==> config.mk <==
export PLATFORM = sky130hd
export DESIGN_NAME = hlsb_bridge
export DESIGN_NICKNAME = d
export VERILOG_FILES = /design/src/common/hlsb_pkg.sv /design/src/logic/hlsb_bridge.sv
export SDC_FILE = /design/constraint.sdc
export NUM_CORES = 2
export LEC_CHECK = 0
export BUFFER_PORTS_ARGS = -buffer_cell sky130_fd_sc_hd__buf_2
export CELL_PAD_IN_SITES_DETAIL_PLACEMENT = 0
export CELL_PAD_IN_SITES_GLOBAL_PLACEMENT = 1
export CORE_MARGIN = 5
export CORE_UTILIZATION = 35
export CTS_BUF_LIST = sky130_fd_sc_hd__clkbuf_4 sky130_fd_sc_hd__clkbuf_8
export DETAILED_ROUTE_END_ITERATION = 8
export PLACE_DENSITY = 0.73
export SYNTH_ARGS = -nofsm -noshare
export SYNTH_HDL_FRONTEND = slang
export SYNTH_SLANG_ARGS = --single-unit
==> constraint.sdc <==
create_clock -name i_mclk -period 14.55 [get_ports i_mclk]
set_input_delay 0.7275 -clock i_mclk [delete_from_list [all_inputs] [get_ports i_mclk]]
set_output_delay 0.7275 -clock i_mclk [all_outputs]
set_load 0.03 [all_outputs]
==> src/common/hlsb_pkg.sv <==
// Package for the bridge-side link session controller.
// Assumes one 10 MHz clock and a packet transport that owns the radio.
package hlsb_pkg;
    // Clock rate and transmit timeout
    localparam int CLK_MHZ = 10; // Clock rate in MHz
    localparam int TX_TIMEOUT_US = 1000; // Back-channel acknowledge timeout in us
    localparam int TX_TIMEOUT_CYC = TX_TIMEOUT_US * CLK_MHZ; // Timeout in clock cycles

    // Packet header fields
    localparam logic [3:0] TYPE_DATA = 4'h4; // Data packet type
    localparam logic [3:0] TYPE_KEY = 4'h8; // Encryption key packet type
    localparam int HDR_REQ_BIT = 3; // Lock-indicator request flag position
    localparam int HDR_TOG_BIT = 2; // Data toggle position
    localparam int HDR_HALF_BIT = 0; // Key half select position
    localparam int PAYLOAD_BYTES = 8; // Fixed payload length in bytes

    // Cipher constants
    localparam logic [31:0] TEA_DELTA = 32'h9E3779B9; // Round constant
    localparam logic [4:0] TEA_LAST = 5'h1F; // Index of the last cycle of 32

    // Register word addresses
    localparam logic [3:0] REG_CTRL = 4'h0; // Control
    localparam logic [3:0] REG_LOCK = 4'h1; // Lock-indicator data
    localparam logic [3:0] REG_STATUS = 4'h2; // Status
    localparam logic [3:0] REG_BRIDGE_ID = 4'h3; // Bridge serial identifier
    localparam logic [3:0] REG_PERIPH_ID = 4'h4; // Peripheral serial identifier
    localparam logic [3:0] REG_RX_LO = 4'h5; // Last new keyboard payload, low word
    localparam logic [3:0] REG_RX_HI = 4'h6; // Last new keyboard payload, high word
    localparam logic [3:0] REG_RX_CNT = 4'h7; // Count of new keyboard packets
    localparam logic [3:0] REG_KEY0 = 4'h8; // Key word 0, words 1 to 3 follow

    // Control bit positions and reset values
    localparam int CTRL_GEN_BIT = 0; // Write 1: generate a new key
    localparam int CTRL_BC_EN_BIT = 1; // Back channel enable
    localparam logic CTRL_BC_EN_RST = 1'b1; // Back channel enabled after reset
    localparam logic [31:0] LFSR_SEED = 32'h0000_0001; // Key source seed
    localparam logic [31:0] LFSR_TAPS = 32'h8020_0003; // Key source feedback taps

    // Packet carrier
    typedef struct packed {
        logic [7:0] hdr; // Header byte
        logic [63:0] payload; // Eight payload bytes, byte 0 in [63:56]
    } hlsb_pkt_t;

    // Controller states, one-hot
    typedef enum logic [4:0] {
        ST_RX = 5'h01, // Listening for keyboard packets
        ST_ENC = 5'h02, // Ciphering a key half
        ST_TX = 5'h04, // Handing a packet to the transport
        ST_ACK = 5'h08, // Waiting for the acknowledge
        ST_SPARE = 5'h10 // Never entered
    } hlsb_state_t;
endpackage : hlsb_pkg

==> src/logic/hlsb_bridge.sv <==
// Bridge-side session controller: lock-indicator back channel and key sharing.
// Assumes a packet transport beside it that sends, receives and reports
// automatic acknowledges, and a software port with read data one cycle late.
// Operation
// - Bridge holds lock data until keyboard packet
// - Flagged keyboard packet makes bridge send data
// - Bridge returns to receive on ack/timeout
// - Back-channel toggle cleared on successful bind
// - Bridge inverts toggle on keyboard acknowledge of lock data
// - Back-channel toggle independent of forward toggle
// - Encrypted payloads are exactly eight bytes
// - Cipher is TEA, 128-bit key
// - Bridge generates and shares the key
// - Key request answered with ciphered half
// - Data toggle changes per new packet
// - Key packets use type eight
module hlsb_bridge #(
    parameter int P_TX_TIMEOUT_CYC = hlsb_pkg::TX_TIMEOUT_CYC // Acknowledge timeout
) (
    input wire logic i_mclk, // System clock
    input wire logic i_nrst, // Synchronous reset, active low
    input wire logic [3:0] i_addr, // Register word address
    input wire logic [31:0] i_wdata, // Register write data
    input wire logic i_wr, // Register write strobe
    input wire logic i_rd, // Register read strobe
    output logic [31:0] o_rdata, // Register read data, cycle after i_rd
    input wire logic i_rx_valid, // Received packet strobe
    input wire hlsb_pkg::hlsb_pkt_t i_rx_pkt, // Received packet
    output logic o_tx_valid, // Packet offered to transport
    output hlsb_pkg::hlsb_pkt_t o_tx_pkt, // Packet to send
    input wire logic i_tx_ready, // Transport takes the packet
    input wire logic i_auto_ack, // Automatic acknowledge received
    input wire logic i_bind_done, // Bind completed successfully
    output logic o_bc_toggle, // Back-channel toggle state
    output logic o_key_valid // Key has been generated or written
);
    // Declarations
    hlsb_pkg::hlsb_state_t state_reg; // Controller state
    hlsb_pkg::hlsb_pkt_t tx_pkt_reg; // Packet being sent
    logic kind_data_reg; // Outstanding packet is back-channel data
    logic [31:0] timer_reg; // Acknowledge wait counter
    logic [4:0] round_reg; // Cipher cycle counter
    logic [31:0] v0_reg; // Cipher left half
    logic [31:0] v1_reg; // Cipher right half
    logic [31:0] sum_reg; // Cipher running sum
    logic key_half_reg; // Key half being ciphered
    logic bc_tog_reg; // Bridge-to-keyboard toggle
    logic fw_tog_reg; // Keyboard-to-bridge toggle last seen
    logic fw_seen_reg; // A keyboard data packet has been seen
    logic bc_en_reg; // Back channel enable
    logic [7:0] lock_reg; // Lock-indicator data
    logic pending_reg; // Lock data not yet delivered
    logic [31:0] bridge_id_reg; // Bridge identifier
    logic [31:0] periph_id_reg; // Peripheral identifier
    logic [63:0] rx_data_reg; // Last new keyboard payload
    logic [31:0] rx_cnt_reg; // New keyboard packets seen
    logic [31:0] key_reg [4]; // Data encryption key, word 0 first
    logic key_valid_reg; // Key generated or written
    logic [31:0] lfsr_reg; // Free-running key source
    logic [127:0] kek; // Key-encryption key
    logic [63:0] enc_next; // One cipher cycle applied
    logic rx_data_pkt; // Received packet is keyboard data
    logic rx_key_pkt; // Received packet is a key request
    logic ack_data; // Back-channel data acknowledged
    logic tx_timeout; // Acknowledge wait expired
    logic wr_lock; // Software writes lock data

    // Packet type of a header byte
    function automatic logic [3:0] pkt_type(input logic [7:0] hdr);
        pkt_type = hdr[7:4];
    endfunction : pkt_type

    // One full TEA cycle: both Feistel halves with the updated sum
    function automatic logic [63:0] tea_cycle(input logic [63:0] v, input logic [31:0] s,
                                              input logic [127:0] k);
        logic [31:0] a;
        logic [31:0] b;
        a = v[63:32];
        b = v[31:0];
        a = a + (((b << 4) + k[127:96]) ^ (b + s) ^ ((b >> 5) + k[95:64]));
        b = b + (((a << 4) + k[63:32]) ^ (a + s) ^ ((a >> 5) + k[31:0]));
        tea_cycle = {a, b};
    endfunction : tea_cycle

    // Decodes shared by several processes
    assign rx_data_pkt = i_rx_valid && (pkt_type(i_rx_pkt.hdr) == hlsb_pkg::TYPE_DATA);
    assign rx_key_pkt = i_rx_valid && (pkt_type(i_rx_pkt.hdr) == hlsb_pkg::TYPE_KEY);
    assign ack_data = (state_reg == hlsb_pkg::ST_ACK) && i_auto_ack && kind_data_reg;
    assign tx_timeout = (timer_reg == 32'(P_TX_TIMEOUT_CYC - 1));
    assign wr_lock = i_wr && (i_addr == hlsb_pkg::REG_LOCK);
    // Key-encryption key built from both identifiers
    assign kek = {bridge_id_reg, periph_id_reg, ~bridge_id_reg, ~periph_id_reg};
    assign enc_next = tea_cycle({v0_reg, v1_reg}, sum_reg + hlsb_pkg::TEA_DELTA, kek);

    // Main sequence: listen, cipher, send, wait for acknowledge
    always_ff @(posedge i_mclk) begin
        if (!i_nrst) begin
            state_reg <= hlsb_pkg::ST_RX;
            tx_pkt_reg <= '0;
            kind_data_reg <= 1'b0;
            key_half_reg <= 1'b0;
        end else begin
            case (state_reg)
                hlsb_pkg::ST_RX: begin
                    // Lock data leaves only in answer to a flagged data packet
                    if (rx_data_pkt && i_rx_pkt.hdr[hlsb_pkg::HDR_REQ_BIT] && bc_en_reg) begin
                        // Enter transmit with lock data and the back toggle
                        tx_pkt_reg.hdr <= {hlsb_pkg::TYPE_DATA, 1'b0, bc_tog_reg, 2'b00};
                        tx_pkt_reg.payload <= {lock_reg, 56'h0};
                        kind_data_reg <= 1'b1;
                        state_reg <= hlsb_pkg::ST_TX;
                    end else if (rx_key_pkt && key_valid_reg) begin
                        // Key request: cipher the asked half
                        key_half_reg <= i_rx_pkt.hdr[hlsb_pkg::HDR_HALF_BIT];
                        kind_data_reg <= 1'b0;
                        state_reg <= hlsb_pkg::ST_ENC;
                    end
                end
                hlsb_pkg::ST_ENC: begin
                    // Ciphered half goes out as an eight-byte key response
                    if (round_reg == hlsb_pkg::TEA_LAST) begin
                        tx_pkt_reg.hdr <= {hlsb_pkg::TYPE_KEY, 3'b000, key_half_reg};
                        tx_pkt_reg.payload <= enc_next;
                        state_reg <= hlsb_pkg::ST_TX;
                    end
                end
                hlsb_pkg::ST_TX: begin
                    // Transport has taken the packet
                    if (i_tx_ready) begin
                        state_reg <= hlsb_pkg::ST_ACK;
                    end
                end
                hlsb_pkg::ST_ACK: begin
                    // Back to receive on acknowledge or timeout
                    if (i_auto_ack || tx_timeout) begin
                        state_reg <= hlsb_pkg::ST_RX;
                    end
                end
                default: begin
                    state_reg <= hlsb_pkg::ST_RX;
                end
            endcase
        end
    end

    // Acknowledge wait timer, running only while waiting
    always_ff @(posedge i_mclk) begin
        if (!i_nrst) begin
            timer_reg <= '0;
        end else if (state_reg == hlsb_pkg::ST_ACK) begin
            timer_reg <= timer_reg + 32'h1;
        end else begin
            timer_reg <= '0;
        end
    end

    // Cipher datapath, 32 cycles per half
    always_ff @(posedge i_mclk) begin
        if (!i_nrst) begin
            round_reg <= '0;
            v0_reg <= '0;
            v1_reg <= '0;
            sum_reg <= '0;
        end else if (state_reg == hlsb_pkg::ST_ENC) begin
            {v0_reg, v1_reg} <= enc_next;
            sum_reg <= sum_reg + hlsb_pkg::TEA_DELTA;
            round_reg <= round_reg + 5'h1;
        end else if (state_reg == hlsb_pkg::ST_RX && rx_key_pkt) begin
            // Load the requested 64-bit half of the key
            v0_reg <= i_rx_pkt.hdr[hlsb_pkg::HDR_HALF_BIT] ? key_reg[2] : key_reg[0];
            v1_reg <= i_rx_pkt.hdr[hlsb_pkg::HDR_HALF_BIT] ? key_reg[3] : key_reg[1];
            sum_reg <= '0;
            round_reg <= '0;
        end
    end

    // Back-channel toggle: cleared by bind, inverted on acknowledge of lock data
    always_ff @(posedge i_mclk) begin
        if (!i_nrst) begin
            bc_tog_reg <= 1'b0;
        end else if (i_bind_done) begin
            bc_tog_reg <= 1'b0;
        end else if (ack_data) begin
            bc_tog_reg <= ~bc_tog_reg;
        end
    end

    // Forward toggle kept apart from the back toggle
    always_ff @(posedge i_mclk) begin
        if (!i_nrst) begin
            fw_tog_reg <= 1'b0;
            fw_seen_reg <= 1'b0;
            rx_data_reg <= '0;
            rx_cnt_reg <= '0;
        end else if (i_bind_done) begin
            fw_seen_reg <= 1'b0;
        end else if (state_reg == hlsb_pkg::ST_RX && rx_data_pkt) begin
            // Only a changed toggle, or the first packet since reset or bind, marks new data; repeats are dropped
            if (!fw_seen_reg || i_rx_pkt.hdr[hlsb_pkg::HDR_TOG_BIT] != fw_tog_reg) begin
                fw_tog_reg <= i_rx_pkt.hdr[hlsb_pkg::HDR_TOG_BIT];
                fw_seen_reg <= 1'b1;
                rx_data_reg <= i_rx_pkt.payload;
                rx_cnt_reg <= rx_cnt_reg + 32'h1;
            end
        end
    end

    // Pending lock data: a new write beats a same-cycle delivery
    always_ff @(posedge i_mclk) begin
        if (!i_nrst) begin
            pending_reg <= 1'b0;
        end else if (wr_lock) begin
            pending_reg <= 1'b1;
        end else if (ack_data) begin
            pending_reg <= 1'b0;
        end
    end

    // Software-written configuration
    always_ff @(posedge i_mclk) begin
        if (!i_nrst) begin
            bc_en_reg <= hlsb_pkg::CTRL_BC_EN_RST;
            lock_reg <= '0;
            bridge_id_reg <= '0;
            periph_id_reg <= '0;
        end else if (i_wr) begin
            case (i_addr)
                hlsb_pkg::REG_CTRL: bc_en_reg <= i_wdata[hlsb_pkg::CTRL_BC_EN_BIT];
                hlsb_pkg::REG_LOCK: lock_reg <= i_wdata[7:0];
                hlsb_pkg::REG_BRIDGE_ID: bridge_id_reg <= i_wdata;
                hlsb_pkg::REG_PERIPH_ID: periph_id_reg <= i_wdata;
                default: begin
                end
            endcase
        end
    end

    // Free-running key source
    always_ff @(posedge i_mclk) begin
        if (!i_nrst) begin
            lfsr_reg <= hlsb_pkg::LFSR_SEED;
        end else begin
            lfsr_reg <= {lfsr_reg[30:0], ^(lfsr_reg & hlsb_pkg::LFSR_TAPS)};
        end
    end

    // Key storage: generated on command or written directly
    always_ff @(posedge i_mclk) begin
        if (!i_nrst) begin
            for (int i = 0; i < 4; i++) begin
                key_reg[i] <= '0;
            end
            key_valid_reg <= 1'b0;
        end else if (i_wr && i_addr == hlsb_pkg::REG_CTRL && i_wdata[hlsb_pkg::CTRL_GEN_BIT]) begin
            key_reg[0] <= lfsr_reg;
            key_reg[1] <= {lfsr_reg[15:0], lfsr_reg[31:16]} ^ bridge_id_reg;
            key_reg[2] <= ~lfsr_reg ^ periph_id_reg;
            key_reg[3] <= {lfsr_reg[7:0], lfsr_reg[31:8]};
            key_valid_reg <= 1'b1;
        end else if (i_wr && i_addr[3:2] == hlsb_pkg::REG_KEY0[3:2]) begin
            key_reg[i_addr[1:0]] <= i_wdata;
            key_valid_reg <= 1'b1;
        end
    end

    // Register read, data in the cycle after the strobe; unmapped reads zero
    always_ff @(posedge i_mclk) begin
        if (!i_nrst) begin
            o_rdata <= '0;
        end else if (i_rd) begin
            case (i_addr)
                hlsb_pkg::REG_CTRL: o_rdata <= {30'h0, bc_en_reg, 1'b0};
                hlsb_pkg::REG_LOCK: o_rdata <= {24'h0, lock_reg};
                hlsb_pkg::REG_STATUS: o_rdata <= {23'h0, fw_tog_reg, state_reg,
                                                  key_valid_reg, pending_reg, bc_tog_reg};
                hlsb_pkg::REG_BRIDGE_ID: o_rdata <= bridge_id_reg;
                hlsb_pkg::REG_PERIPH_ID: o_rdata <= periph_id_reg;
                hlsb_pkg::REG_RX_LO: o_rdata <= rx_data_reg[31:0];
                hlsb_pkg::REG_RX_HI: o_rdata <= rx_data_reg[63:32];
                hlsb_pkg::REG_RX_CNT: o_rdata <= rx_cnt_reg;
                4'h8, 4'h9, 4'hA, 4'hB: o_rdata <= key_reg[i_addr[1:0]];
                default: o_rdata <= '0;
            endcase
        end else begin
            o_rdata <= '0;
        end
    end

    // Outputs
    assign o_tx_valid = (state_reg == hlsb_pkg::ST_TX);
    assign o_tx_pkt = tx_pkt_reg;
    assign o_bc_toggle = bc_tog_reg;
    assign o_key_valid = key_valid_reg;
endmodule : hlsb_bridge

==> metrics.txt <==
# TYPE chip_impl_metric gauge
chip_impl_metric{name="skew",unit="ps"} 56.92
chip_impl_info{name="holdCritPathClass",value="primary input to register"} 1
chip_impl_metric{name="slew-limit-headroom",unit="%"} 16.68
chip_impl_metric{name="max_freq",unit="MHz"} 80.60
chip_impl_metric{name="detailedPlace.worstSlack",unit="ps"} 2434
chip_impl_info{name="timing.critical_path.mode_cell",value="sky130_fd_sc_hd__o21ai_0"} 1
chip_impl_metric{name="synth_enable_flop_cells",unit=""} 128
chip_impl_metric{name="place.gp.congestion",unit=""} 0.9461
chip_impl_metric{name="cp_slowest_stage_delay",unit="ps"} 960
chip_impl_info{name="tritoncts",value="yes"} 1
chip_impl_metric{name="timing.final.crit_period",unit="ps"} 12410
chip_impl_metric{name="critPathArrivalTime",unit="ps"} 13100
chip_impl_metric{name="grt_remaining_overflow",unit=""} 0
chip_impl_metric{name="floorplan.die.height",unit="um"} 335.7
chip_impl_metric{name="iter_0_drt_violations",unit=""} 3336
chip_impl_metric{name="pin_count",unit=""} 223
chip_impl_metric{name="pin_count_of_the_biggest_net_entering_global_routing",unit=""} 80
chip_impl_metric{name="yosysSeqAreaShare",unit="%"} 34.36
chip_impl_metric{name="grt_usage",unit="%"} 24.26
chip_impl_metric{name="post_synth_instance_area",unit="sq um"} 37120
chip_impl_metric{name="yosys_register_bits",unit=""} 573
chip_impl_metric{name="port_buffers",unit=""} 217
chip_impl_metric{name="number_of_global_route_vias_before_repair",unit=""} 32430
chip_impl_metric{name="finalHoldViolCount",unit=""} 0
chip_impl_metric{name="layout.filler_cells",unit=""} 10740
chip_impl_metric{name="worst_path_maximum_fanout",unit=""} 7
chip_impl_metric{name="post-cts-setup-buffer-count",unit=""} 0
chip_impl_metric{name="synth_cells",unit=""} 4403
chip_impl_metric{name="final_net_count",unit=""} 4933
chip_impl_metric{name="yosys_warnings",unit=""} 0
chip_impl_metric{name="detailed_placement_wirelength_estimate",unit="mm"} 109.1
chip_impl_metric{name="clock-sinks",unit=""} 573
chip_impl_info{name="yosys_most_used_dff",value="sky130_fd_sc_hd__dfxtp_1"} 1
chip_impl_metric{name="post-route-period-util",unit="%"} 85.28
chip_impl_metric{name="cts_inserted_buffers",unit=""} 100
chip_impl_info{name="setup_repair_after_global_routing_missed_its_margin",value="no"} 1
chip_impl_metric{name="drv.max_cap_violation_count",unit=""} 0
chip_impl_metric{name="post_drt_wl_per_cell",unit="um"} 23.53
chip_impl_info{name="worst_path_max_delay_cell",value="sky130_fd_sc_hd__xor2_1"} 1
chip_impl_metric{name="floorplan.initialDensity",unit="%"} 35.26
chip_impl_metric{name="detail_route.first_pass.iterations",unit=""} 8
chip_impl_metric{name="antenna_found_initial",unit=""} 13
chip_impl_metric{name="core_box_area",unit="sq um"} 105300
chip_impl_metric{name="setup-violations-final",unit=""} 0
chip_impl_metric{name="synth_area_per_cell",unit="sq um"} 8.430
chip_impl_metric{name="fp.dieArea",unit="sq um"} 112700
chip_impl_metric{name="post_cts.resized_instances",unit=""} 0
chip_impl_info{name="start_kind",value="register"} 1
chip_impl_metric{name="drt.antenna.violating_nets",unit=""} 0
chip_impl_metric{name="largest_reg_flops",unit=""} 128
chip_impl_metric{name="detail_route.vias_per_cell",unit=""} 5.606
chip_impl_metric{name="required",unit="ps"} 15240
chip_impl_info{name="clock-root-buffer",value="sky130_fd_sc_hd__clkbuf_8"} 1
chip_impl_info{name="path_class",value="register to register"} 1
chip_impl_metric{name="drive_gt1_share",unit="%"} 11.48
chip_impl_info{name="status",value="complete, no violations"} 1
chip_impl_metric{name="first_pass_grt_wire_length",unit="mm"} 208.2
chip_impl_metric{name="fin_tns_setup",unit="ps"} 0
chip_impl_metric{name="worst_slack",unit="ps"} 2142
chip_impl_metric{name="synth_async_sr_flop_share",unit="%"} 0
chip_impl_metric{name="core.rowCount",unit=""} 119
chip_impl_info{name="setup.worst_path.end_class",value="register"} 1
chip_impl_metric{name="synth.lib_cells_used.distinct",unit=""} 80
chip_impl_metric{name="drc",unit=""} 0
chip_impl_metric{name="max_slew.worst_pin.slew",unit="ps"} 1246
chip_impl_metric{name="htree_num_levels",unit=""} 3
chip_impl_metric{name="cts.hold.buffers_added",unit=""} 0
chip_impl_metric{name="die_w",unit="um"} 335.7
chip_impl_metric{name="postRouteWirelength",unit="mm"} 142.1
chip_impl_metric{name="maxSlewViolCount",unit=""} 0
chip_impl_metric{name="maximum_buffer_depth_of_the_clock_tree",unit=""} 3
chip_impl_metric{name="area.growth.synth_to_final",unit="%"} 12.84
chip_impl_metric{name="dr_total_vias",unit=""} 33860
chip_impl_metric{name="clk_transition_reported_paths",unit="ps"} 60
chip_impl_metric{name="clk_latency",unit="ps"} 800
## cell usage in the layout, fill, tap and decap left out, types with 41 or more instances in the layout
| master | synthesis | routed |
|---|---|---|
| sky130_fd_sc_hd__nor3_1 | 65 | 61 |
| sky130_fd_sc_hd__nand2_1 | 627 | 625 |
| sky130_fd_sc_hd__nor2_1 | 346 | 338 |
| sky130_fd_sc_hd__dfxtp_1 | 445 | 445 |
| sky130_fd_sc_hd__nand3_1 | 91 | 88 |
| sky130_fd_sc_hd__xor2_1 | 159 | 159 |
| sky130_fd_sc_hd__nand2b_1 | 41 | 41 |
| sky130_fd_sc_hd__mux2i_1 | 69 | 69 |
| sky130_fd_sc_hd__o21ai_0 | 233 | 230 |
| sky130_fd_sc_hd__buf_2 | 0 | 216 |
| sky130_fd_sc_hd__buf_4 | 4 | 56 |
| sky130_fd_sc_hd__ha_1 | 251 | 251 |
| sky130_fd_sc_hd__a21o_1 | 105 | 105 |
| sky130_fd_sc_hd__a21oi_1 | 464 | 464 |
| sky130_fd_sc_hd__edfxtp_1 | 128 | 128 |
| sky130_fd_sc_hd__and2_1 | 43 | 42 |
| sky130_fd_sc_hd__a31oi_1 | 59 | 59 |
| sky130_fd_sc_hd__a22oi_1 | 60 | 60 |
| sky130_fd_sc_hd__clkbuf_8 | 0 | 123 |
| sky130_fd_sc_hd__a22o_1 | 65 | 65 |
| sky130_fd_sc_hd__xnor2_1 | 339 | 339 |
| sky130_fd_sc_hd__inv_1 | 119 | 118 |
| sky130_fd_sc_hd__and3_1 | 43 | 42 |
## cells by family (layout without fill, tap and decap cells)
family	after synthesis	after routing	share of synthesized area, %
multiplexers	102	102	3.833
other	1	10	0.01010
buffers and inverters	341	577	3.492
flip-flops	573	573	34.36
XOR/XNOR	503	503	12.06
AO/OA/AOI/OAI	1245	1245	21.05
adder cells (fa/ha/maj)	259	259	8.893
AND/OR/NAND/NOR	1379	1379	16.31
## critical path: cells and delay by family, from the launching register on
family,cells,cell delay (ps)
AO/OA/AOI/OAI,22,5770
XOR/XNOR,6,2290
adder cells (fa/ha/maj),4,1410
flip-flops,1,360
AND/OR/NAND/NOR,11,2470
## cell type report
class	count	area (sq um)	area share [%]
flip-flops and latches	573	12750	30.45
multi-input cells	3492	23200	55.40
clock buffers	162	1986	4.741
inverters	119	454.2	1.084
well taps	1391	1740	4.155
repair buffers	272	1501	3.585
diodes	6	15.01	0.03585
clock inverters	24	232.7	0.5557
## routing by layer
| layer | GRT usage, % | up-vias | part of all wire [%] |
|---|---|---|---|
| li1 | - | 16060 | - |
| met1 | 34.20 | 16180 | 45 |
| met2 | 37.91 | 1389 | 44 |
| met3 | 3.809 | 227 | 7.9 |
| met4 | 8.314 | 4 | 3.5 |
| met5 | 0 | - | 0.015 |
## through the flow
stage          hold WS (ps)  area (sq um)  cells  util, %
6_report              185.0         41880   6039    39.79
5_1_grt               171.9         41880   6037    39.78
4_1_cts               124.5         41870   6033    39.77
3_5_place_dp          442.4         39650   5847    37.67
3_3_place_gp          438.6         39650   5847    37.67
2_1_floorplan         429.5         37130   4406        -
## worst paths after layout
kind	slack, ps	from	end	depth (start not counted)
setup / recovery	2140	sum_reg[3]	v1_reg[31]	43
hold / removal	180	i_rx_pkt[3]	rx_data_reg[3]	3
setup reg to reg	2140	sum_reg[3]	v1_reg[31]	43
hold reg to reg	440	o_tx_pkt[14]	o_tx_pkt[14]	2
## cell usage after synthesis (6+ instances only)
library cell | number | area share (%)
sky130_fd_sc_hd__o21ai_0 | 233 | 3.1
sky130_fd_sc_hd__xnor2_1 | 339 | 8.0
sky130_fd_sc_hd__o22ai_1 | 6 | 0.10
sky130_fd_sc_hd__edfxtp_1 | 128 | 10
sky130_fd_sc_hd__a222oi_1 | 30 | 0.81
sky130_fd_sc_hd__or3_1 | 26 | 0.44
sky130_fd_sc_hd__o31ai_1 | 7 | 0.14
sky130_fd_sc_hd__a22o_1 | 65 | 1.5
sky130_fd_sc_hd__a31oi_1 | 59 | 0.99
sky130_fd_sc_hd__a41oi_1 | 9 | 0.21
sky130_fd_sc_hd__nand4_1 | 27 | 0.46
sky130_fd_sc_hd__clkbuf_1 | 187 | 1.9
sky130_fd_sc_hd__a221oi_1 | 16 | 0.38
sky130_fd_sc_hd__buf_1 | 30 | 0.30
sky130_fd_sc_hd__nand2b_1 | 41 | 0.69
sky130_fd_sc_hd__ha_1 | 251 | 8.5
sky130_fd_sc_hd__mux4_2 | 32 | 1.9
sky130_fd_sc_hd__a211oi_1 | 31 | 0.63
sky130_fd_sc_hd__nor3_1 | 65 | 0.88
sky130_fd_sc_hd__nand2_1 | 627 | 6.3
sky130_fd_sc_hd__o211ai_1 | 31 | 0.63
sky130_fd_sc_hd__nor4_1 | 10 | 0.17
sky130_fd_sc_hd__a21boi_0 | 7 | 0.14
sky130_fd_sc_hd__a2111oi_0 | 10 | 0.24
sky130_fd_sc_hd__a31o_2 | 6 | 0.14
sky130_fd_sc_hd__a21o_1 | 105 | 2.1
sky130_fd_sc_hd__and3_1 | 43 | 0.72
sky130_fd_sc_hd__o31a_1 | 7 | 0.17
sky130_fd_sc_hd__o21bai_1 | 34 | 0.69
sky130_fd_sc_hd__mux2i_1 | 69 | 1.9
sky130_fd_sc_hd__and4_1 | 6 | 0.14
sky130_fd_sc_hd__a21oi_1 | 464 | 6.3
sky130_fd_sc_hd__o21a_1 | 19 | 0.38
sky130_fd_sc_hd__nand3_1 | 91 | 1.2
sky130_fd_sc_hd__xor2_1 | 159 | 3.8
sky130_fd_sc_hd__inv_1 | 119 | 1.2
sky130_fd_sc_hd__nor2_1 | 346 | 3.5
sky130_fd_sc_hd__and2_1 | 43 | 0.72
sky130_fd_sc_hd__nor2b_1 | 31 | 0.52
sky130_fd_sc_hd__dfxtp_1 | 445 | 24
sky130_fd_sc_hd__a22oi_1 | 60 | 1.2
sky130_fd_sc_hd__fa_1 | 8 | 0.43
Power is left out: the tool's default activity adds up to more than one toggle a clock period on the data nets, which glitch-free logic cannot reach.
